**src/core/oas_pkg.sv**
```systemverilog
// Shared constants and types for the operand addressing and stack block
package oas_pkg;

	// ==========================================================
	// Widths and limits
	localparam int WORD_W      = 16;
	localparam int SHORT_IMM_W = 7;
	localparam int SHORT_ADR_W = 6;
	localparam int OFS6_W      = 6;
	localparam int PTR_IDX_W   = 2;
	localparam logic [15:0] SP_RESET   = 16'h0000;
	localparam logic [15:0] PTR_RESET  = 16'h0000;
	localparam logic [15:0] PERIPH_BASE = 16'hffc0;

	// ==========================================================
	// Operand modes for memory, peripheral, immediate and register moves
	typedef enum logic [3:0] {
		OAS_AM_IND_NOUPD,
		OAS_AM_IND_POSTINC,
		OAS_AM_IND_POSTDEC,
		OAS_AM_IND_POSTREG,
		OAS_AM_IND_OFS16,
		OAS_AM_IND_OFS6,
		OAS_AM_IND_IDXREG,
		OAS_AM_ABS16,
		OAS_AM_ABS6,
		OAS_AM_PERIPH6,
		OAS_AM_STACK_REL,
		OAS_AM_IMM16,
		OAS_AM_IMM7,
		OAS_AM_REG
	} oas_mode_t;

	// Operation requested of the addressing and stack logic
	typedef enum logic [2:0] {
		OAS_OP_NONE,
		OAS_OP_MOVE,
		OAS_OP_ADD,
		OAS_OP_CALL,
		OAS_OP_LEA_SP,
		OAS_OP_DECREMENT_MEMORY_WORD,
		OAS_OP_BGT
	} oas_op_t;

	// Decoded instruction fields from the core sequencer
	typedef struct packed {
		oas_op_t               op;
		oas_mode_t             mode;
		logic [PTR_IDX_W-1:0]  ptr;
		logic [5:0]            short_field;
		logic [SHORT_IMM_W-1:0] imm7;
		logic [WORD_W-1:0]     ext;
		logic [WORD_W-1:0]     reg_val;
		logic [3:0]            shift;
		logic                  shift_left;
	} oas_req_t;

	// Memory-side request
	typedef struct packed {
		logic              rd;
		logic              wr;
		logic              periph;
		logic [WORD_W-1:0] addr;
		logic [WORD_W-1:0] wdata;
	} oas_mem_t;

endpackage

```
**src/core/oas_shifter.sv**
```systemverilog
// 16-bit barrel shifter for the operand path
`timescale 1ns/1ps
module oas_shifter
#(
	parameter int W = 16
)
(
	input  wire logic [W-1:0] i_data,
	input  wire logic [3:0]   i_amount,
	input  wire logic         i_left,
	input  wire logic         i_arith,
	output logic      [W-1:0] o_data
);

	// ==========================================================
	// Shift network
	// Single-cycle shift, either direction, optional sign fill
	always_comb
	begin
		if (i_left)
			o_data = i_data << i_amount;
		else if (i_arith)
			o_data = W'($signed(i_data) >>> i_amount);
		else
			o_data = i_data >> i_amount;
	end

endmodule

```
**src/core/oas_core.sv**
```systemverilog
// Operand addressing and memory stack logic of the signal core
`timescale 1ns/1ps
module oas_core
#(
	parameter int NUM_PTR = 4
)
(
	input  wire logic              i_clock,
	input  wire logic              i_rst_n,
	input  wire logic              i_valid,
	input  wire oas_pkg::oas_req_t i_req,
	input  wire logic [15:0]       i_pc_ret,
	input  wire logic [15:0]       i_status,
	input  wire logic [15:0]       i_rdata,
	output oas_pkg::oas_mem_t      o_mem,
	output logic [15:0]            o_operand,
	output logic                   o_operand_vld,
	output logic [15:0]            o_sum,
	output logic                   o_carry,
	output logic                   o_branch_taken,
	output logic                   o_busy,
	output logic [15:0]            o_stack_pointer
);

	// ==========================================================
	// State
	typedef enum logic [1:0] {OAS_IDLE, OAS_CALL2, OAS_DECREMENT_MEMORY_WORD_WB} oas_st_t;

	oas_st_t            st_r, st_nxt;
	logic [15:0]        sp_r, sp_nxt;
	logic [15:0]        ptr_r   [NUM_PTR];
	logic [15:0]        ptr_nxt [NUM_PTR];
	oas_pkg::oas_mem_t  mem_r, mem_nxt;
	logic [15:0]        opnd_r, opnd_nxt;
	logic               opv_r, opv_nxt;
	logic [15:0]        sum_r, sum_nxt;
	logic               carry_r, carry_nxt;
	logic               bt_r, bt_nxt;
	logic [15:0]        last_r, last_nxt;
	logic [15:0]        dec_addr_r, dec_addr_nxt;
	logic [15:0]        ea;
	logic [15:0]        shifted;
	logic               is_mem;

	// Zero-extend a short field into a word
	function automatic logic [15:0] zext6(input logic [5:0] v);
		return {10'h000, v};
	endfunction

	// Sign-extend the compact immediate
	function automatic logic [15:0] sext7(input logic [6:0] v);
		return {{9{v[6]}}, v};
	endfunction

	// ==========================================================
	// Barrel shifter on the register operand
	oas_shifter #(.W(16)) u_shift
	(
		.i_data   (i_req.reg_val),
		.i_amount (i_req.shift),
		.i_left   (i_req.shift_left),
		.i_arith  (1'b0),
		.o_data   (shifted)
	);

	// ==========================================================
	// Effective address, fixed purely by mode encoding
	always_comb
	begin
		ea     = 16'h0000;
		is_mem = 1'b1;
		unique case (i_req.mode)
			oas_pkg::OAS_AM_IND_NOUPD,
			oas_pkg::OAS_AM_IND_POSTINC,
			oas_pkg::OAS_AM_IND_POSTDEC,
			oas_pkg::OAS_AM_IND_POSTREG: ea = ptr_r[i_req.ptr];
			oas_pkg::OAS_AM_IND_OFS16:
				ea = ptr_r[i_req.ptr] + i_req.ext;
			oas_pkg::OAS_AM_IND_OFS6:
				ea = ptr_r[i_req.ptr] + zext6(i_req.short_field);
			oas_pkg::OAS_AM_IND_IDXREG:
				ea = ptr_r[i_req.ptr] + i_req.reg_val;
			oas_pkg::OAS_AM_ABS16:  ea = i_req.ext;
			oas_pkg::OAS_AM_ABS6:   ea = zext6(i_req.short_field);
			oas_pkg::OAS_AM_PERIPH6:
				ea = oas_pkg::PERIPH_BASE | zext6(i_req.short_field);
			oas_pkg::OAS_AM_STACK_REL:
				ea = sp_r - zext6(i_req.short_field);
			default: is_mem = 1'b0; // Immediate and register modes
		endcase
	end

	// ==========================================================
	// Next-state for stack, pointers, memory request and results
	always_comb
	begin
		st_nxt       = OAS_IDLE;
		sp_nxt       = sp_r;
		ptr_nxt      = ptr_r;
		mem_nxt      = '0;
		opnd_nxt     = opnd_r;
		opv_nxt      = 1'b0;
		sum_nxt      = sum_r;
		carry_nxt    = carry_r;
		bt_nxt       = 1'b0;
		last_nxt     = last_r;
		dec_addr_nxt = dec_addr_r;
		unique case (st_r)
			OAS_CALL2:
			begin
				// Second push: status word above return address
				sp_nxt        = sp_r + 16'h0001;
				mem_nxt.wr    = 1'b1;
				mem_nxt.addr  = sp_r + 16'h0001;
				mem_nxt.wdata = i_status;
				st_nxt        = OAS_IDLE;
			end
			OAS_DECREMENT_MEMORY_WORD_WB:
			begin
				// Write back decremented word in place
				last_nxt      = i_rdata - 16'h0001;
				mem_nxt.wr    = 1'b1;
				mem_nxt.addr  = dec_addr_r;
				mem_nxt.wdata = i_rdata - 16'h0001;
				st_nxt        = OAS_IDLE;
			end
			default:
			begin
				if (i_valid)
				begin
					// Post-modify pointer after forming address
					unique case (i_req.mode)
						oas_pkg::OAS_AM_IND_POSTINC:
							ptr_nxt[i_req.ptr] = ptr_r[i_req.ptr] + 16'h0001;
						oas_pkg::OAS_AM_IND_POSTDEC:
							ptr_nxt[i_req.ptr] = ptr_r[i_req.ptr] - 16'h0001;
						oas_pkg::OAS_AM_IND_POSTREG:
							ptr_nxt[i_req.ptr] = ptr_r[i_req.ptr] + i_req.reg_val;
						default: ;
					endcase
					unique case (i_req.op)
						oas_pkg::OAS_OP_MOVE,
						oas_pkg::OAS_OP_ADD:
						begin
							// Memory read, or immediate or shifted register straight out
							mem_nxt.rd     = is_mem;
							mem_nxt.periph =
								i_req.mode == oas_pkg::OAS_AM_PERIPH6;
							mem_nxt.addr   = ea;
							opv_nxt        = ~is_mem;
							if (i_req.mode == oas_pkg::OAS_AM_IMM16)
								opnd_nxt = i_req.ext;
							else if (i_req.mode == oas_pkg::OAS_AM_IMM7)
								opnd_nxt = sext7(i_req.imm7);
							else
								opnd_nxt = shifted;
							if (i_req.op == oas_pkg::OAS_OP_ADD && !is_mem)
							begin
								// Unsigned add with carry out
								{carry_nxt, sum_nxt} = 17'({1'b0, i_req.reg_val}
									+ {1'b0, opnd_nxt});
							end
						end
						oas_pkg::OAS_OP_CALL:
						begin
							// First push: return address
							sp_nxt        = sp_r + 16'h0001;
							mem_nxt.wr    = 1'b1;
							mem_nxt.addr  = sp_r + 16'h0001;
							mem_nxt.wdata = i_pc_ret;
							st_nxt        = OAS_CALL2;
						end
						oas_pkg::OAS_OP_LEA_SP:
							sp_nxt = sp_r + i_req.reg_val;
						oas_pkg::OAS_OP_DECREMENT_MEMORY_WORD:
						begin
							mem_nxt.rd   = 1'b1;
							mem_nxt.addr = ea;
							dec_addr_nxt = ea;
							st_nxt       = OAS_DECREMENT_MEMORY_WORD_WB;
						end
						oas_pkg::OAS_OP_BGT:
							// Signed positive and nonzero
							bt_nxt = !last_r[15] && last_r != 16'h0000;
						default: ;
					endcase
				end
			end
		endcase
	end

	// ==========================================================
	// Registers; all outputs straight from flops except o_busy, decoded from st_r
	always_ff @(posedge i_clock or negedge i_rst_n)
	begin
		if (!i_rst_n)
		begin
			st_r       <= OAS_IDLE;
			sp_r       <= oas_pkg::SP_RESET;
			for (int i = 0; i < NUM_PTR; i++)
				ptr_r[i] <= oas_pkg::PTR_RESET;
			mem_r      <= '0;
			opnd_r     <= 16'h0000;
			opv_r      <= 1'b0;
			sum_r      <= 16'h0000;
			carry_r    <= 1'b0;
			bt_r       <= 1'b0;
			last_r     <= 16'h0000;
			dec_addr_r <= 16'h0000;
		end
		else
		begin
			st_r       <= st_nxt;
			sp_r       <= sp_nxt;
			ptr_r      <= ptr_nxt;
			mem_r      <= mem_nxt;
			opnd_r     <= opnd_nxt;
			opv_r      <= opv_nxt;
			sum_r      <= sum_nxt;
			carry_r    <= carry_nxt;
			bt_r       <= bt_nxt;
			last_r     <= last_nxt;
			dec_addr_r <= dec_addr_nxt;
		end
	end

	assign o_mem           = mem_r;
	assign o_operand       = opnd_r;
	assign o_operand_vld   = opv_r;
	assign o_sum           = sum_r;
	assign o_carry         = carry_r;
	assign o_branch_taken  = bt_r;
	assign o_busy          = st_r != OAS_IDLE;
	assign o_stack_pointer = sp_r;
endmodule

```
**config.mk**
```make
export PLATFORM = sky130hd
export DESIGN_NAME = oas_core
export DESIGN_NICKNAME = d
export VERILOG_FILES = /design/src/core/oas_pkg.sv /design/src/core/oas_shifter.sv /design/src/core/oas_core.sv
export SDC_FILE = /design/constraint.sdc
export NUM_CORES = 1
export LEC_CHECK = 0
export ABC_AREA = 1
export BUFFER_PORTS_ARGS = -buffer_cell sky130_fd_sc_hd__clkbuf_2
export CAP_MARGIN = 20
export CORE_AREA = 4 4 204 206
export DETAILED_ROUTE_END_ITERATION = 7
export DIE_AREA = 0 0 208 210
export GPL_TIMING_DRIVEN = 0
export SYNTH_ARGS = -nofsm -noshare
export SYNTH_HDL_FRONTEND = slang
export SYNTH_SLANG_ARGS = --single-unit
```
**constraint.sdc**
```tcl
create_clock -name i_clock -period 3.3 [get_ports i_clock]
set_input_delay 0.66 -clock i_clock [delete_from_list [all_inputs] [get_ports i_clock]]
set_output_delay 0.66 -clock i_clock [all_outputs]
set_load 0.02 [all_outputs]
```
[After elaboration in Yosys (flattened, before gate mapping)]
Cells that the tools add are included.
W data, S select, Z words.
Storage, ports and cells
  bits in registers: 184
  bits of input ports: 110
Cells by class
  $add $sub $neg: 10
  eq/ne operators: 20
  reduce and logical (&&, ||, !) cells: 21
  shifts and indexed selects: 2
  multiplexer cells: 39
  $lt $le $gt $ge: 2
  bitwise operators: 4
Operator list (number)
  $bwmux W64: 3
  $pmux W64 S3: 1
  $mux W16: 11
  $pmux W16 S8: 1
  $pmux W16 S2: 3
  $pmux W32 S2: 1
  $add A16 B16 Y16: 3
  $mux W35: 1
  $add A16 B1 Y16 const B: 2
  $bmux W16 S2: 1
  $demux W16 S2: 1
  $sub A16 B1 Y16 const B: 2
  $eq A4 B4 Y1 const B: 5
  $add A16 B16 Y17: 1
  $add A16 B6 Y16: 1
  $eq A4 B3 Y1 const B: 4
  $reduce_bool A16 Y1: 1
  $shl A16 B4 Y16: 1
  $shr A16 B4 Y16: 1
  $sub A16 B6 Y16: 1
  $mux W1: 12
  $reduce_and A3 Y1: 4
  $reduce_or A11 Y1: 1
  $eq A3 B3 Y1 const B: 3
  other kinds (22): 33

[Depth between registers and ports, before layout]
  word-level depth: 9
  gate-level depth with buffers: 24

[By module]
A second synthesis with hierarchy kept.
Unflattened totals
  cells, all modules: 2687
  area, all modules: 17195.2 um^2
Modules (own cells, without submodules)
  oas_core: sequential area each 4604.4 um^2, times used 1, cells each 2378, area each 15658.8 um^2
  oas_shifter: sequential area each 0.0 um^2, times used 1, cells each 309, area each 1536.5 um^2

[Least setup slack after synthesis]
OpenSTA, ideal clock, no wires.
  path kind: input -> register
  from: input port i_req[1] (netlist bit)
  to: register sum_r[10] (netlist: o_sum[10])
  data required time: 3.218 ns
  stages: 21
  arrival time: 3.422 ns
  setup slack: -0.204 ns
  path through: buf_2 -> inv_1 -> buf_2 -> nand2_1 -> and2_1 -> nand2_1 -> o21ai_0 -> a22oi_1 -> nand2_1 -> nand3_1 -> nand3_1 -> o21ai_0 -> ha_1 -> inv_1 -> fa_1 -> o21ai_1 -> a21oi_1 -> o21ai_1 -> a21oi_1 -> or2_0 -> a31oi_1
Between the ends
  longest elaborated chain between the ends: 8
RTL lines
  from (decl): RTL line oas_core.sv:11  | input wire oas_pkg::oas_req_t i_req,
  $shr A16 B4 Y16 or $shl A16 B4 Y16 (tied branches): RTL line oas_shifter.sv:25, oas_shifter.sv:21
  $mux W16 (*): RTL line oas_shifter.sv:20  | if (i_left)
  $mux W16 (*): RTL line oas_core.sv:153  | else if (i_req.mode == oas_pkg::OAS_AM_IMM7)
  $mux W16 (*): RTL line oas_core.sv:151  | if (i_req.mode == oas_pkg::OAS_AM_IMM16)
  $mux W16 (*): RTL line oas_core.sv:141  | unique case (i_req.op)
  $mux W16 (*): RTL line oas_core.sv:129  | if (i_valid)
  $mux W16 (*): RTL line oas_core.sv:108  | unique case (st_r)
  $add A16 B16 Y17 (*): RTL line oas_core.sv:161  | + {1'b0, opnd_nxt});
  to (signal assigned): RTL line oas_core.sv:219  | sum_r <= sum_nxt;
  to (decl): RTL line oas_core.sv:36  | logic [15:0] sum_r, sum_nxt;
Every way passes the cells marked *; elsewhere a longest branch is shown, timed or not. The select of a mux whose other input is x is not followed.
A chain may end at the register's enable or synchronous reset.

[Worst setup path in the final report]
  from: input port i_req[2] (netlist bit)
  to: register sum_r[10] (netlist: o_sum[10])
The elaborated chain is that of the path after synthesis.

==> metrics.cfg <==
[outcome]
status=complete, no violations

[routing]
wl_per_cell_um=21.86
vias=21140
dr.first_iter.drc_count=2295
drc=0
ant_nets=0
wirelength_mm=80.05
drtPass1Iterations=6
viasPerCell=5.774

[grt]
grtUsageTotal=0.3532
grt_pass1_vias=19720
grt_pass1_wl_mm=118.9
antenna_found_initial=1
grt_max_degree=107
overflow=0

[synthesis]
syn_avg_cell_area_um2=6.163
synth_edf_count=0
synth_cells=2891
synth_area_um2=17820
synth_cell_types=58
synth_top_flop_cell=dfrtp_1
ys_ff_latch=184
ys_seq_area_frac=0.2584
yosys_warnings=0
syn_nets=3080
async_reset_ff_frac=1.000

[layout]
drive_above_1_share=0.1410
multiInputGateArea_um2=11760
mostFrequentLayoutCells=nand2_1 (959), nand3_1 (317), inv_1 (302)
final_common_cell=nand2_1
final_cells=3661
fin_nets=3311
area_delta_synth_final_pct=15.35
design_area_um2=20550
utilization=0.5184
regArea_um2=4604
n_fill_cell=4235

[floorplan]
io_pins=197
dieArea_um2=43680
coreArea_um2=39640
die_w_um=208
fp.dieH_um=210
start_util=0.4494
rows=73

[placement]
place_congestion=1.008
dpl.hpwl_mm=63.08
dpl_cell_area_um2=19500
post-place-cells=3611
io_buffers=193

[critical_path]
critPathMaxFanout=10
reg2reg_slack_ps=200
end_kind=register
r2r-end=o_mem[23]
critPathArrivalTime_ps=3620
start_kind=input pin
crit_type=in2reg
startpoint=i_req[2]
worstPathRequired_ps=3720
rr_worst_depth=14

[timing]
period_share=0.9686
setup_viol=0
clock_skew_ps=19.22
clock.fmax_mhz=312.8
hold_viol_final=0
slew_headroom=0.3661
slew_violations=0
tightest_slew_ps=940.8
finalSetupTns_ps=0
layout_min_cycle_time_ps=3197

[clock_network]
cts_root_buf=clkbuf_16
cts.sinks=184
postCtsHoldBufs=0
clk_latency_ps=510
h-tree-depth=4
cts_tree=done
clkTransAtPathRegs_ps=90
cts_buffer_depth=2
numCtsBuffers=17

[power]
powerDensity_nw_per_um2=539.2
leakagePower_nw=10.70
peakVddDrop_mv=0.3626

[min_path]
hold_path.class=in2async

[run]
drv_cap=0

## cell families after synthesis
logic type / share of synthesized area
and+or+nand+nor: 0.3946
AOI/OAI and AO/OA: 0.1637
buffers and inverters: 0.09846
DFF: 0.2584
adders and majority gates: 0.05759
xor gates and xnor gates: 0.02444
muxes: 0.002809
## synthesized netlist by cell type (8+ instances only)
master	count	area (µm²)
o211ai_1	44	330.3
o21ai_1	22	110.1
buf_1	8	30.03
nor4_1	9	56.30
a22oi_1	11	82.58
nor2_4	10	112.6
xor2_1	33	289.0
nand3_1	321	1607
buf_2	23	115.1
o22ai_1	11	68.82
o21ai_0	192	960.9
dfrtp_1	184	4604
nand4_1	36	225.2
a21oi_1	137	685.7
nor2_2	9	56.30
or2_2	29	181.4
inv_2	11	41.29
nor2_1	193	724.4
o21bai_1	8	60.06
nand3b_1	11	82.58
ha_1	74	925.9
a221oi_1	11	96.34
a31oi_1	16	100.1
a21boi_0	8	60.06
inv_1	305	1145
xnor2_1	13	113.9
nor3_1	20	100.1
nand2_2	16	100.1
clkbuf_1	69	259.0
nand2_1	964	3618
## report_power, final
| group | switching, W | leakage [nW] | internal, W | total, W |
|---|---|---|---|---|
| combinational | 0.00385 | 8.12 | 0.00175 | 0.00560 |
| sequential | 0.000559 | 2.30 | 0.00276 | 0.00332 |
| clock | 0.00114 | 0.287 | 0.00101 | 0.00215 |
| total | 0.00556 | 10.7 | 0.00552 | 0.0111 |
## routing by layer
layer  up-vias  GRT usage  share of wire
li1       9985          -              -
met1      9836     0.4517           0.40
met2      1078     0.5805           0.46
met3       240    0.05596          0.078
met4         0     0.1846          0.060
met5         -          0              0
## what timing repair did
item,in CTS,in global routing
buffers inserted,5,11
resized for setup,24,109
pin swaps,6,13
hold endpoints to repair,0,0
gates cloned,0,1
setup endpoints to repair,43,40
## through the flow
step                total power, W  worst slack, ps  hold WS (ps)
floorplan                 0.006743            4.319         364.4
global placement          0.008552            -2264         459.7
detailed placement        0.008621            -1321         467.3
CTS                        0.01084            2.858         194.9
global route               0.01179           -26.56         239.3
finish                     0.01108            103.5         177.1
## how the worst max path moves through the flow
stage / end / slack (ps) / cells after the start
CTS: o_sum[10] / 3 / 21
global route: o_sum[10] / -30 / 19
detailed placement: o_mem[26] / -1320 / 23
floorplan: o_sum[9] / 4 / 19
finish: o_sum[10] / 100 / 16
global placement: asynchronous set/reset pin / -2260 / 1
## critical path: stages
cell and delay [ps]:
clkbuf_2 100, clkbuf_1 250, nor4_1 510, a21oi_1 150
nand3_2 100, nand3_1 80, o21ai_2 90, ha_2 210
inv_1 70, fa_2 400, o21ai_4 200, a21oi_4 90
o21ai_2 220, a21oi_2 100, or2_0 210, a31oi_1 180
## layout make-up
type / count / area share
tap: 525 / 0.03197
antenna: 1 / 0.0001218
buffer: 114 / 0.02776
sequential: 184 / 0.2241
clock inverter: 14 / 0.007854
multi-input combinational: 2269 / 0.5720
timing repair buffer: 212 / 0.05571
clock buffer: 18 / 0.02088
inverter: 324 / 0.05961
Power figures use the tool's default switching activity.
